===== config.mk =====
export PLATFORM = sky130hd
export DESIGN_NAME = hbdp_port
export DESIGN_NICKNAME = d
export VERILOG_FILES = /design/src/pkg/hbdp_pkg.sv /design/src/design/hbdp_port.sv
export SDC_FILE = /design/constraint.sdc
export NUM_CORES = 1
export LEC_CHECK = 0
export BUFFER_PORTS_ARGS = -buffer_cell sky130_fd_sc_hd__buf_2
export CAP_MARGIN = 25
export CORE_MARGIN = 5
export CORE_UTILIZATION = 50
export CTS_BUF_LIST = sky130_fd_sc_hd__clkbuf_4 sky130_fd_sc_hd__clkbuf_8 sky130_fd_sc_hd__clkbuf_16
export DETAILED_ROUTE_END_ITERATION = 16
export PLACE_DENSITY = 0.75
export SETUP_SLACK_MARGIN = 0.5
export SLEW_MARGIN = 20
export SYNTH_ARGS = -nofsm -noshare
export SYNTH_HDL_FRONTEND = slang
export SYNTH_SLANG_ARGS = --single-unit

===== constraint.sdc =====
create_clock -name sys_clk -period 3.4 [get_ports sys_clk]
set_clock_uncertainty 0.05 [all_clocks]
set_input_delay 0.34 -clock sys_clk [delete_from_list [all_inputs] [get_ports sys_clk]]
set_output_delay 0.34 -clock sys_clk [all_outputs]
set_load 0.05 [all_outputs]

===== src/pkg/hbdp_pkg.sv =====
// Package for the host bus direct I/O and DMA port: constants and state types
package hbdp_pkg;
  // ==========================================================================
  // Widths and reset values
  localparam int          HBDP_ADDR_W       = 32;
  localparam int          HBDP_DATA_W       = 16;
  localparam int          HBDP_LEN_W        = 16;
  localparam int          HBDP_RETRY_W      = 4;
  localparam logic [3:0]  HBDP_RETRY_RESET  = 4'hF;
  localparam logic [15:0] HBDP_LOW_MASK     = 16'hFFFF;
  // Wait cycles tolerated before giving up on an absent acknowledge
  localparam logic [7:0]  HBDP_ACK_TIMEOUT  = 8'hFF;

  // ==========================================================================
  // Master cycle states
  typedef enum logic [2:0] {
    HBDP_IDLE  = 3'b000,
    HBDP_XAL   = 3'b001,
    HBDP_T1    = 3'b010,
    HBDP_T2    = 3'b011,
    HBDP_WAIT  = 3'b100,
    HBDP_T3    = 3'b101,
    HBDP_HALT  = 3'b110
  } hbdp_state_t;
endpackage


===== src/design/hbdp_port.sv =====
// Host bus port: direct I/O slave and DMA master with extended address latch
`timescale 1ns/1ns
module hbdp_port
  import hbdp_pkg::*;
(
  input  wire logic        sys_clk,
  input  wire logic        sys_rst,
  input  wire logic        intf_select,
  input  wire logic        chip_select_n,
  input  wire logic        reg_select_msb,
  input  wire logic        reg_select_mid,
  input  wire logic        reg_select_lsb,
  input  wire logic        upper_data_strobe_n_in,
  output logic             upper_data_strobe_n_out,
  output logic             upper_data_strobe_n_oe_n,
  input  wire logic        lower_data_strobe_n_in,
  output logic             lower_data_strobe_n_out,
  output logic             lower_data_strobe_n_oe_n,
  input  wire logic        transfer_ack_n_in,
  output logic             transfer_ack_n_out,
  output logic             transfer_ack_n_oe_n,
  input  wire logic        bus_error_n,
  input  wire logic        halt_retry_n,
  input  wire logic [15:0] ad_in,
  output logic      [15:0] ad_out,
  output logic             ad_oe_n,
  output logic             parity_high_lane,
  output logic             parity_low_lane,
  output logic             ext_addr_latch_en,
  input  wire logic        dma_start,
  input  wire logic [31:0] dma_addr,
  input  wire logic [15:0] dma_len,
  input  wire logic        dma_write,
  input  wire logic [15:0] dma_wdata,
  output logic      [15:0] dma_rdata,
  output logic             dma_rdata_valid,
  output logic             dma_busy,
  output logic             dma_error,
  output logic      [3:0]  bus_error_retry_count,
  output logic      [2:0]  dio_select,
  output logic             dio_strobe,
  output logic             dio_write,
  output logic      [15:0] dio_wdata,
  input  wire logic [15:0] dio_rdata
);

  // ==========================================================================
  // Input synchronizers
  logic [1:0] ack_sync_reg, berr_sync_reg, halt_sync_reg, uds_sync_reg, lds_sync_reg, cs_sync_reg;
  logic [2:0] sel_meta_reg, sel_sync_reg;
  always_ff @(posedge sys_clk) begin
    ack_sync_reg  <= {ack_sync_reg[0], transfer_ack_n_in};
    berr_sync_reg <= {berr_sync_reg[0], bus_error_n};
    halt_sync_reg <= {halt_sync_reg[0], halt_retry_n};
    uds_sync_reg  <= {uds_sync_reg[0], upper_data_strobe_n_in};
    lds_sync_reg  <= {lds_sync_reg[0], lower_data_strobe_n_in};
    cs_sync_reg   <= {cs_sync_reg[0], chip_select_n};
    sel_meta_reg  <= {reg_select_msb, reg_select_mid, reg_select_lsb};
    sel_sync_reg  <= sel_meta_reg;
  end

  wire ack_seen   = ~ack_sync_reg[1];
  wire berr_seen  = ~berr_sync_reg[1];
  wire halt_seen  = ~halt_sync_reg[1];
  wire any_strobe = ~uds_sync_reg[1] | ~lds_sync_reg[1];
  // strobe protocol only in this mode
  wire mode_ok    = ~intf_select;

  function automatic logic odd_par(input logic [7:0] b);
    odd_par = ~(^b);
  endfunction

  // ==========================================================================
  // Direct I/O slave
  logic       dio_active_reg, dio_strobe_reg, ack_drive_reg;
  logic [2:0] dio_select_reg;
  logic [15:0] dio_rd_reg;
  wire dio_hit = mode_ok & ~cs_sync_reg[1] & any_strobe;
  always_ff @(posedge sys_clk) begin
    if (sys_rst) begin
      dio_active_reg <= 1'b0;
      dio_strobe_reg <= 1'b0;
      ack_drive_reg  <= 1'b0;
      dio_select_reg <= 3'h0;
      dio_rd_reg     <= 16'h0000;
    end else begin
      dio_strobe_reg <= dio_hit & ~dio_active_reg;
      dio_active_reg <= dio_hit;
      // acknowledge answers only a selected access
      ack_drive_reg  <= dio_hit & dio_active_reg;
      // msb is extended select, lsb is select-one
      if (dio_hit & ~dio_active_reg) begin
        dio_select_reg <= sel_sync_reg;
      end
      dio_rd_reg     <= dio_rdata;
    end
  end

  // ==========================================================================
  // DMA master
  hbdp_state_t state_reg, state_next;
  logic [31:0] addr_reg;
  logic [15:0] left_reg, rdata_reg;
  logic [7:0]  wait_reg;
  logic [3:0]  retry_reg;
  logic        error_reg, rvalid_reg, write_reg;
  logic [15:0] wdata_reg;
  wire  [16:0] low_inc   = {1'b0, addr_reg[15:0]} + 17'h00002;
  wire         carry_out = low_inc[16];
  wire         last_word = (left_reg == 16'h0001);
  wire         timeout   = (wait_reg == HBDP_ACK_TIMEOUT);
  // bus error ends the cycle; with halt it reruns
  wire         abort     = berr_seen & ~halt_seen;
  wire         rerun     = berr_seen & halt_seen;

  always_comb begin
    state_next = state_reg;
    unique case (state_reg)
      HBDP_IDLE: if (dma_start & mode_ok & ~dio_hit & dma_len != 16'h0000) state_next = HBDP_XAL;
      // latch pulse before block's first cycle
      HBDP_XAL:  state_next = HBDP_T1;
      // hold off until the previous acknowledge is released, so a stale low is not taken as a new answer
      HBDP_T1:   if (~ack_seen) state_next = HBDP_T2;
      // no acknowledge by T2 inserts wait states
      HBDP_T2, HBDP_WAIT: begin
        if (rerun) state_next = HBDP_HALT;
        else if (abort | timeout) state_next = HBDP_IDLE;
        else if (ack_seen) state_next = HBDP_T3;
        else state_next = HBDP_WAIT;
      end
      HBDP_T3: begin
        if (last_word) state_next = HBDP_IDLE;
        else if (carry_out) state_next = HBDP_XAL;
        else state_next = HBDP_T1;
      end
      // Rerun after the host drops error and halt
      HBDP_HALT: if (~berr_seen & ~halt_seen) state_next = HBDP_T1;
      default:   state_next = HBDP_IDLE;
    endcase
  end

  wire in_xfer = (state_reg == HBDP_T2) | (state_reg == HBDP_WAIT);
  always_ff @(posedge sys_clk) begin
    if (sys_rst) begin
      state_reg  <= HBDP_IDLE;
      addr_reg   <= 32'h0000_0000;
      left_reg   <= 16'h0000;
      wait_reg   <= 8'h00;
      retry_reg  <= HBDP_RETRY_RESET;
      error_reg  <= 1'b0;
      rvalid_reg <= 1'b0;
      rdata_reg  <= 16'h0000;
      write_reg  <= 1'b0;
      wdata_reg  <= 16'h0000;
    end else begin
      state_reg  <= state_next;
      rvalid_reg <= 1'b0;
      wait_reg   <= in_xfer ? wait_reg + 8'h01 : 8'h00;
      if (state_reg == HBDP_IDLE && state_next == HBDP_XAL) begin
        addr_reg  <= dma_addr;
        left_reg  <= dma_len;
        write_reg <= dma_write;
        wdata_reg <= dma_wdata;
        error_reg <= 1'b0;
      end
      if (in_xfer & abort & retry_reg != 4'h0) begin
        retry_reg <= retry_reg - 4'h1;
      end
      if (in_xfer & (abort | (timeout & ~rerun))) begin
        error_reg <= 1'b1;
      end
      if (state_reg == HBDP_T3) begin
        // carry out of low half forces a new latch pulse unless this was the last word
        addr_reg   <= {addr_reg[31:16] + {15'h0000, carry_out}, low_inc[15:0]};
        left_reg   <= left_reg - 16'h0001;
        wdata_reg  <= dma_wdata;
        rvalid_reg <= ~write_reg;
        rdata_reg  <= ad_in;
      end
    end
  end

  // ==========================================================================
  // Pin drivers, registered
  wire drive_bus = (state_reg != HBDP_IDLE) & (state_reg != HBDP_HALT);
  wire strobe_on = (state_next == HBDP_T2) | (state_next == HBDP_WAIT) | (state_next == HBDP_T3);
  logic [15:0] ad_next;
  always_comb begin
    // a carry-out latch shows the incremented upper half, not the stale request address
    if (state_next == HBDP_XAL) ad_next = (state_reg == HBDP_T3) ? addr_reg[31:16] + 16'h0001 : dma_addr[31:16];
    else if (state_reg == HBDP_XAL | state_next == HBDP_XAL) ad_next = addr_reg[31:16];
    else if (write_reg) ad_next = wdata_reg;
    else ad_next = dio_rd_reg;
  end
  // Parity follows the very value placed on the lanes, DIRECT_IO_ACCESS data included
  wire [15:0] ad_pin = dio_hit ? dio_rd_reg : ad_next;
  always_ff @(posedge sys_clk) begin
    if (sys_rst) begin
      upper_data_strobe_n_out  <= 1'b1;
      upper_data_strobe_n_oe_n <= 1'b1;
      lower_data_strobe_n_out  <= 1'b1;
      lower_data_strobe_n_oe_n <= 1'b1;
      transfer_ack_n_out       <= 1'b1;
      transfer_ack_n_oe_n      <= 1'b1;
      ad_out                   <= 16'h0000;
      ad_oe_n                  <= 1'b1;
      parity_high_lane         <= 1'b0;
      parity_low_lane          <= 1'b0;
      ext_addr_latch_en        <= 1'b0;
    end else begin
      upper_data_strobe_n_oe_n <= ~(drive_bus | state_next == HBDP_XAL);
      lower_data_strobe_n_oe_n <= ~(drive_bus | state_next == HBDP_XAL);
      upper_data_strobe_n_out  <= ~strobe_on;
      lower_data_strobe_n_out  <= ~strobe_on;
      // acknowledge pin driven only when selected
      transfer_ack_n_oe_n      <= ~dio_hit;
      transfer_ack_n_out       <= ~(ack_drive_reg & dio_hit);
      ad_out                   <= ad_pin;
      ad_oe_n                  <= ~((dio_hit & ~dio_write) | (state_next == HBDP_XAL) | (drive_bus & write_reg));
      // odd parity per byte lane; valid with latch pulse
      parity_high_lane         <= odd_par(ad_pin[15:8]);
      parity_low_lane          <= odd_par(ad_pin[7:0]);
      // latch pulse for upper address half
      ext_addr_latch_en        <= (state_next == HBDP_XAL);
    end
  end

  // ==========================================================================
  // User side outputs
  logic dio_write_reg;
  logic [15:0] dio_wdata_reg;
  always_ff @(posedge sys_clk) begin
    if (sys_rst) begin
      dio_write_reg <= 1'b0;
      dio_wdata_reg <= 16'h0000;
    end else begin
      dio_write_reg <= 1'b0;
      dio_wdata_reg <= ad_in;
    end
  end
  assign dma_rdata             = rdata_reg;
  assign dma_rdata_valid       = rvalid_reg;
  assign dma_busy              = (state_reg != HBDP_IDLE);
  assign dma_error             = error_reg;
  assign bus_error_retry_count = retry_reg;
  assign dio_select            = dio_select_reg;
  assign dio_strobe            = dio_strobe_reg;
  assign dio_wdata             = dio_wdata_reg;
  assign dio_write             = dio_write_reg;
endmodule


# After elaboration in Yosys (flattened, before gate mapping)
# Index checks and enable logic that the tools add are counted.
totals:
  reg_bits: 178
  in_bits: 110
  out_inout_bits: 70
  elab_cells: 131
classes:
  n_addsub: 6
  eq_ne: 13
  mux: 22
  bitwise_logic: 45
  n_reduce_logical: 12
ops:
  columns: ["op", "count"]
  rows:
  - ["$mux 16", 9]
  - ["$mux 32", 2]
  - ["$not 1->1", 18]
  - ["$pmux 3 s6", 1]
  - ["$add 16x2->17 const B", 1]
  - ["$and 1x1->1", 17]
  - ["$add 16x1->16", 1]
  - ["$add 16x1->16 const B", 1]
  - ["$eq 16x1->1 const B", 1]
  - ["$reduce_bool 16->1", 1]
  - ["$reduce_xor 8->1", 2]
  - ["$sub 16x1->16 const B", 1]
  - ["$eq 3x3->1 const B", 5]
  - ["$mux 3", 5]
  - ["$or 1x1->1", 10]
  - ["$eq 3x2->1 const B", 3]
  - ["$add 8x1->8 const B", 1]
  - ["$eq 8x8->1 const B", 1]
  - ["$eq 3x1->1 const B", 2]
  - ["$reduce_or 2->1", 3]
  - ["$mux 2", 2]
  - ["$reduce_bool 2->1", 2]
  - ["$reduce_bool 4->1", 1]
  - ["$sub 4x1->4 const B", 1]
  - ["5 further kinds", 7]

# Logic depth before layout (Yosys ltp)
logic_depth:
  ltp_word: 15
  mapped_depth: 13
  depth_no_buf: 13

# Worst setup path after synthesis
# No wires, ideal clock.
synth_timing:
  path_type: "reg2reg"
  startpoint: "register state_reg[1]"
  endpoint: "register parity_high_lane"
  setup_ns: 0.128
  arrival_ns: 3.173
  required_time_ns: 3.222
  path_slack_ns: 0.050
  path_stages_with_launch: 12
  path_buffers: 1
  period_less_slack_ns: 3.350
  cell_sequence: "dfxtp_1 -> buf_2 -> or3_1 -> nor4b_2 -> a21oi_1 -> o221a_4 -> o31ai_4 -> nor2_2 -> a221oi_2 -> xnor3_1 -> xnor3_1 -> nor2_1"
synth_via:
  elab_chain_cells: 10
  word_cells_on_any_way: 20
  cone_classes: "eq/ne (7); mux (8); bitwise (2); reduce/logical (3)"
synth_lines:
  columns: ["item", "line", "source"]
  rows:
  - ["from (decl)", "hbdp_port.sv:101", "hbdp_state_t state_reg, state_next;"]
  - ["from (signal assigned)", "hbdp_port.sv:156", "state_reg <= state_next;"]
  - ["$eq 3x2->1 / $eq 3x3->1 (equally long branches)", "hbdp_port.sv:118", "unique case (state_reg)"]
  - ["$reduce_or 2->1", "hbdp_port.sv:118", null]
  - ["$pmux 3 s6", "hbdp_port.sv:118", null]
  - ["$eq 3x1->1", "hbdp_port.sv:190, hbdp_port.sv:191", null]
  - ["$or 1x1->1", "hbdp_port.sv:191", "else if (state_reg == HBDP_XAL | state_next == HBDP_XAL) ad_next = addr_reg[31:16];"]
  - ["$mux 16", "hbdp_port.sv:191", null]
  - ["$mux 16 (*)", "hbdp_port.sv:190", "if (state_next == HBDP_XAL) ad_next = (state_reg == HBDP_T3) ? addr_reg[31:16] + 16'h0001 : dma_addr[31:16];"]
  - ["$mux 16 (*)", "hbdp_port.sv:196", "wire [15:0] ad_pin = dio_hit ? dio_rd_reg : ad_next;"]
  - ["$reduce_xor 8->1 (*)", "hbdp_port.sv:70", "odd_par = ~(^b);"]
  - ["$not 1->1 (*)", "hbdp_port.sv:70", null]
  - ["to (signal assigned)", "hbdp_port.sv:221", "parity_high_lane <= odd_par(ad_pin[15:8]);"]
  - ["to (decl)", "hbdp_port.sv:27", "output logic parity_high_lane,"]
# Every way passes the cells marked *; elsewhere a longest branch is shown, timed or not.
# A chain may end at the register's enable or synchronous reset.

# Worst setup path after layout
layout_timing:
  startpoint: "register addr_reg[10]"
  endpoint: "register parity_high_lane"
layout_via:
  elab_chain_cells: 11
layout_lines:
  columns: ["item", "line", "source"]
  rows:
  - ["from (decl)", "hbdp_port.sv:102", "logic [31:0] addr_reg;"]
  - ["from (signal assigned)", "hbdp_port.sv:160", "addr_reg <= dma_addr;"]
  - ["from (signal assigned)", "hbdp_port.sv:174", "addr_reg <= {addr_reg[31:16] + {15'h0000, carry_out}, low_inc[15:0]};"]
  - ["$add 16x2->17 (*)", "hbdp_port.sv:108", "wire [16:0] low_inc = {1'b0, addr_reg[15:0]} + 17'h00002;"]
  - ["$mux 2 (*)", "hbdp_port.sv:133", "else if (carry_out) state_next = HBDP_XAL;"]
  - ["$mux 2 (*)", "hbdp_port.sv:132", "if (last_word) state_next = HBDP_IDLE;"]
  - ["$pmux 3 s6 (*)", "hbdp_port.sv:118", null]
  - ["$eq 3x1->1 (*)", "hbdp_port.sv:190, hbdp_port.sv:191", null]
  - ["$or 1x1->1", "hbdp_port.sv:191", null]
  - ["$mux 16", "hbdp_port.sv:191", null]
  - ["$mux 16 (*)", "hbdp_port.sv:190", null]
  - ["$mux 16 (*)", "hbdp_port.sv:196", null]
  - ["$reduce_xor 8->1 (*)", "hbdp_port.sv:70", null]
  - ["$not 1->1 (*)", "hbdp_port.sv:70", null]
# Marks and branches as above.

==> results_dict.tcl <==
set metrics [dict create \
    status "finished, final reports clean" \
    synthMuxAreaShare_pct 2.174 \
    synth_seq_cells 177 \
    drc 0 \
    synth_cell_types 61 \
    synth-xor-area-share_pct 4.395 \
    critPathMaxFanout 7 \
    hold_viol 0 \
    syn_area_per_cell_um2 8.267 \
    rsz0062_at_grt "true" \
    met2_usage_pct 37.72 \
    cts_tree "yes" \
    slew_violations 0 \
    met1_usage_pct 28.64 \
    fin_crit_ns 3.009 \
    synth_nets 1065 \
    synth-compound-area-share_pct 18.49 \
    fill_cells 1261 \
    ctsHtreeMaxLevel 4 \
    grt_pass1_wl_um 32990 \
    syn-cell-area_um2 7829 \
    final_area_um2 10080 \
    whs_ns 0.06719 \
    dp_hpwl_um 14860 \
    routed_wl_um 21500 \
    worstSetupStartpointType "flop" \
    worstMarginPinSlew_ns 0.7221 \
    crit_arrival_ns 3.28 \
    io_pins 180 \
    first_iter_violations 491 \
    cts.sinks 177 \
    place_congestion 0.8899 \
    synth-edff-count 0 \
    vias 7326 \
    ant_nets 0 \
    largest_register_ffs 31 \
    dieWidth_um 135.1 \
    grt_usage_pct 22.32 \
    end_kind "flop" \
    hold_path.class "in2reg" \
    synth_top_family_by_area "simple AND/OR/NAND/NOR gates" \
    placed_cell_area_um2 8976 \
    worst_slack_ns 0.3907 \
    num_rows 45 \
    clk_path_buf_depth 2 \
    worstPathRequired_ns 3.67 \
    min_period_over_period_pct 88.51 \
    portBuffers 177 \
    nets 1253 \
    power.density_nw_per_um2 489.9 \
    seq_area_frac_synth_pct 45.26 \
    critPathKind "reg2reg" \
    use_met3_pct 5.163 \
    post-place-ws_ns 0.2477 \
    syn2layout_area_growth_pct 28.77 \
    initial_core_util_pct 51.31 \
    async_flop_share_pct 0 \
    syn-instance-count 947 \
    yosysWarnings 0 \
    cts_buffers 17 \
    drive_above_1_share_pct 28.86 \
    p_total_mw 4.939 \
    top_usage_layer "met2" \
    wl_per_cell_um 15.81 \
    grt_overflow_total 0 \
    die_area_um2 18260 \
    p_leak_nw 4.081 \
    core_area_um2 15260 \
    grt_pass1_vias 6713 \
    setup_viol 0 \
    vdd_drop_max_uv 423.4 \
    drv_cap 0 \
    antenna_found_initial 2 \
    tns_ns 0 \
    root_buffer "clkbuf_16" \
    synth_fa_ha_area_share_pct 1.279 \
    clock_latency_ns 0.43 \
    die_h_um 135.1 \
    clock.fmax_mhz 332.3 \
    synth_top_flop_cell "dfxtp_1" \
    slew_headroom_pct 51.79 \
    clk_pin_slew_ns 0.07 \
    drtPass1Iterations 6 \
    grt_max_degree 69 \
    vias_per_cell 5.387 \
    synthSimpleGateAreaFrac_pct 24.18 \
]
Yosys cell counts, types with 3 or more instances:
library cell / instances / area share [%]
clkbuf_1: 57 / 2.7
nand2_1: 124 / 5.9
a21oi_1: 94 / 6.0
buf_4: 3 / 0.29
nand4_1: 13 / 1.0
nand3_1: 23 / 1.5
ha_1: 8 / 1.3
buf_1: 7 / 0.34
a21o_1: 4 / 0.38
buf_2: 3 / 0.19
a31oi_1: 13 / 1.0
xnor2_1: 21 / 2.3
nor3b_1: 4 / 0.38
dfxtp_1: 177 / 45
a222oi_1: 7 / 0.90
o211ai_1: 7 / 0.67
nor2b_1: 44 / 3.5
a2111oi_0: 4 / 0.45
nor4_1: 12 / 0.96
and3_1: 11 / 0.88
nand2b_1: 5 / 0.40
a311oi_1: 3 / 0.34
a22oi_1: 3 / 0.29
nor2_1: 122 / 5.8
and2_1: 7 / 0.56
xnor3_1: 4 / 1.2
mux2i_1: 17 / 2.2
a211oi_1: 14 / 1.3
a221oi_1: 10 / 1.1
nor3_1: 26 / 1.7
o21bai_1: 3 / 0.29
inv_1: 13 / 0.62
o22ai_1: 6 / 0.48
xor2_1: 8 / 0.90
o21ai_0: 35 / 2.2
report_power, final:
part	switching, mW	total, mW	internal [mW]
clock	0.837	1.86	1.02
sequential	0.0794	2.26	2.18
combinational	0.481	0.819	0.339
per-layer routing:
layer | vias up | share of wire [%]
met5 | - | 0.060
met2 | 223 | 48
li1 | 3684 | -
met4 | 2 | 1.8
met3 | 36 | 6.4
met1 | 3381 | 43
cell families (layout without fill, tap and decap cells):
| logic type | Yosys count | after routing |
|---|---|---|
| xor gates and xnor gates | 33 | 33 |
| DFF | 177 | 177 |
| other | 1 | 3 |
| adders and majority gates | 8 | 8 |
| AOI/OAI and AO/OA | 225 | 225 |
| buffers and inverters | 83 | 283 |
| and+or+nand+nor | 403 | 403 |
| muxes | 17 | 17 |
cell type report:
class | instances | area (µm²) | share of cell area (%)
timing repair buffer | 239 | 1438 | 14.26
multi-input combinational | 687 | 4202 | 41.68
clock buffer | 18 | 432.9 | 4.294
inverter | 13 | 51.30 | 0.5089
tap | 211 | 264.0 | 2.619
sequential | 177 | 3562 | 35.34
antenna | 2 | 5.005 | 0.04965
clock inverter | 13 | 126.4 | 1.254
cell usage in the layout (no fill, tap or decap), types with 13 or more instances in the layout:
| master | Yosys | final |
|---|---|---|
| nor2_1 | 122 | 119 |
| o21ai_0 | 35 | 32 |
| nor3_1 | 26 | 25 |
| a21oi_1 | 94 | 92 |
| nand2_1 | 124 | 120 |
| buf_2 | 3 | 176 |
| buf_4 | 3 | 47 |
| nand3_1 | 23 | 20 |
| mux2i_1 | 17 | 17 |
| nand4_1 | 13 | 13 |
| dfxtp_1 | 177 | 164 |
| nor2b_1 | 44 | 43 |
| clkbuf_16 | 0 | 17 |
| xnor2_1 | 21 | 20 |
stage by stage:
stage / util, % / instances
floorplan: - / 947
global placement: 58.83 / 1291
detailed placement: 58.83 / 1291
CTS: 64.40 / 1347
global route: 66.05 / 1359
finish: 66.07 / 1360
critical path, stage by stage (launching register included):
cell and delay, ns:
dfxtp_2 0.33, and3_4 0.20, nand2_4 0.05, or4_4 0.56, o221a_4 0.29, o31ai_4 0.22, buf_12 0.15, buf_6 0.09
nor2_2 0.03, a221oi_2 0.22, xnor3_1 0.45, xnor3_1 0.21, nor2_1 0.04
path summary, 6_finish.rpt:
path | cells past startpoint | slack, ns | from | to
min reg2reg | 0 | 0.28 | sel_meta_reg[1] | sel_sync_reg[1]
max | 12 | 0.39 | addr_reg[10] | parity_high_lane
max reg2reg | 12 | 0.39 | addr_reg[10] | parity_high_lane
min | 2 | 0.07 | dio_rdata[10] | dio_rd_reg[10]
repair_timing:
item | CTS | global route
endpoints found under the setup margin | 8 | 9
buffers inserted | 16 | 11
pin swaps | 12 | 21
resized for setup | 22 | 40
hold buffers | 9 | 0
endpoints found under the hold margin | 9 | 0
No activity file was read; power rests on OpenSTA's default activity.
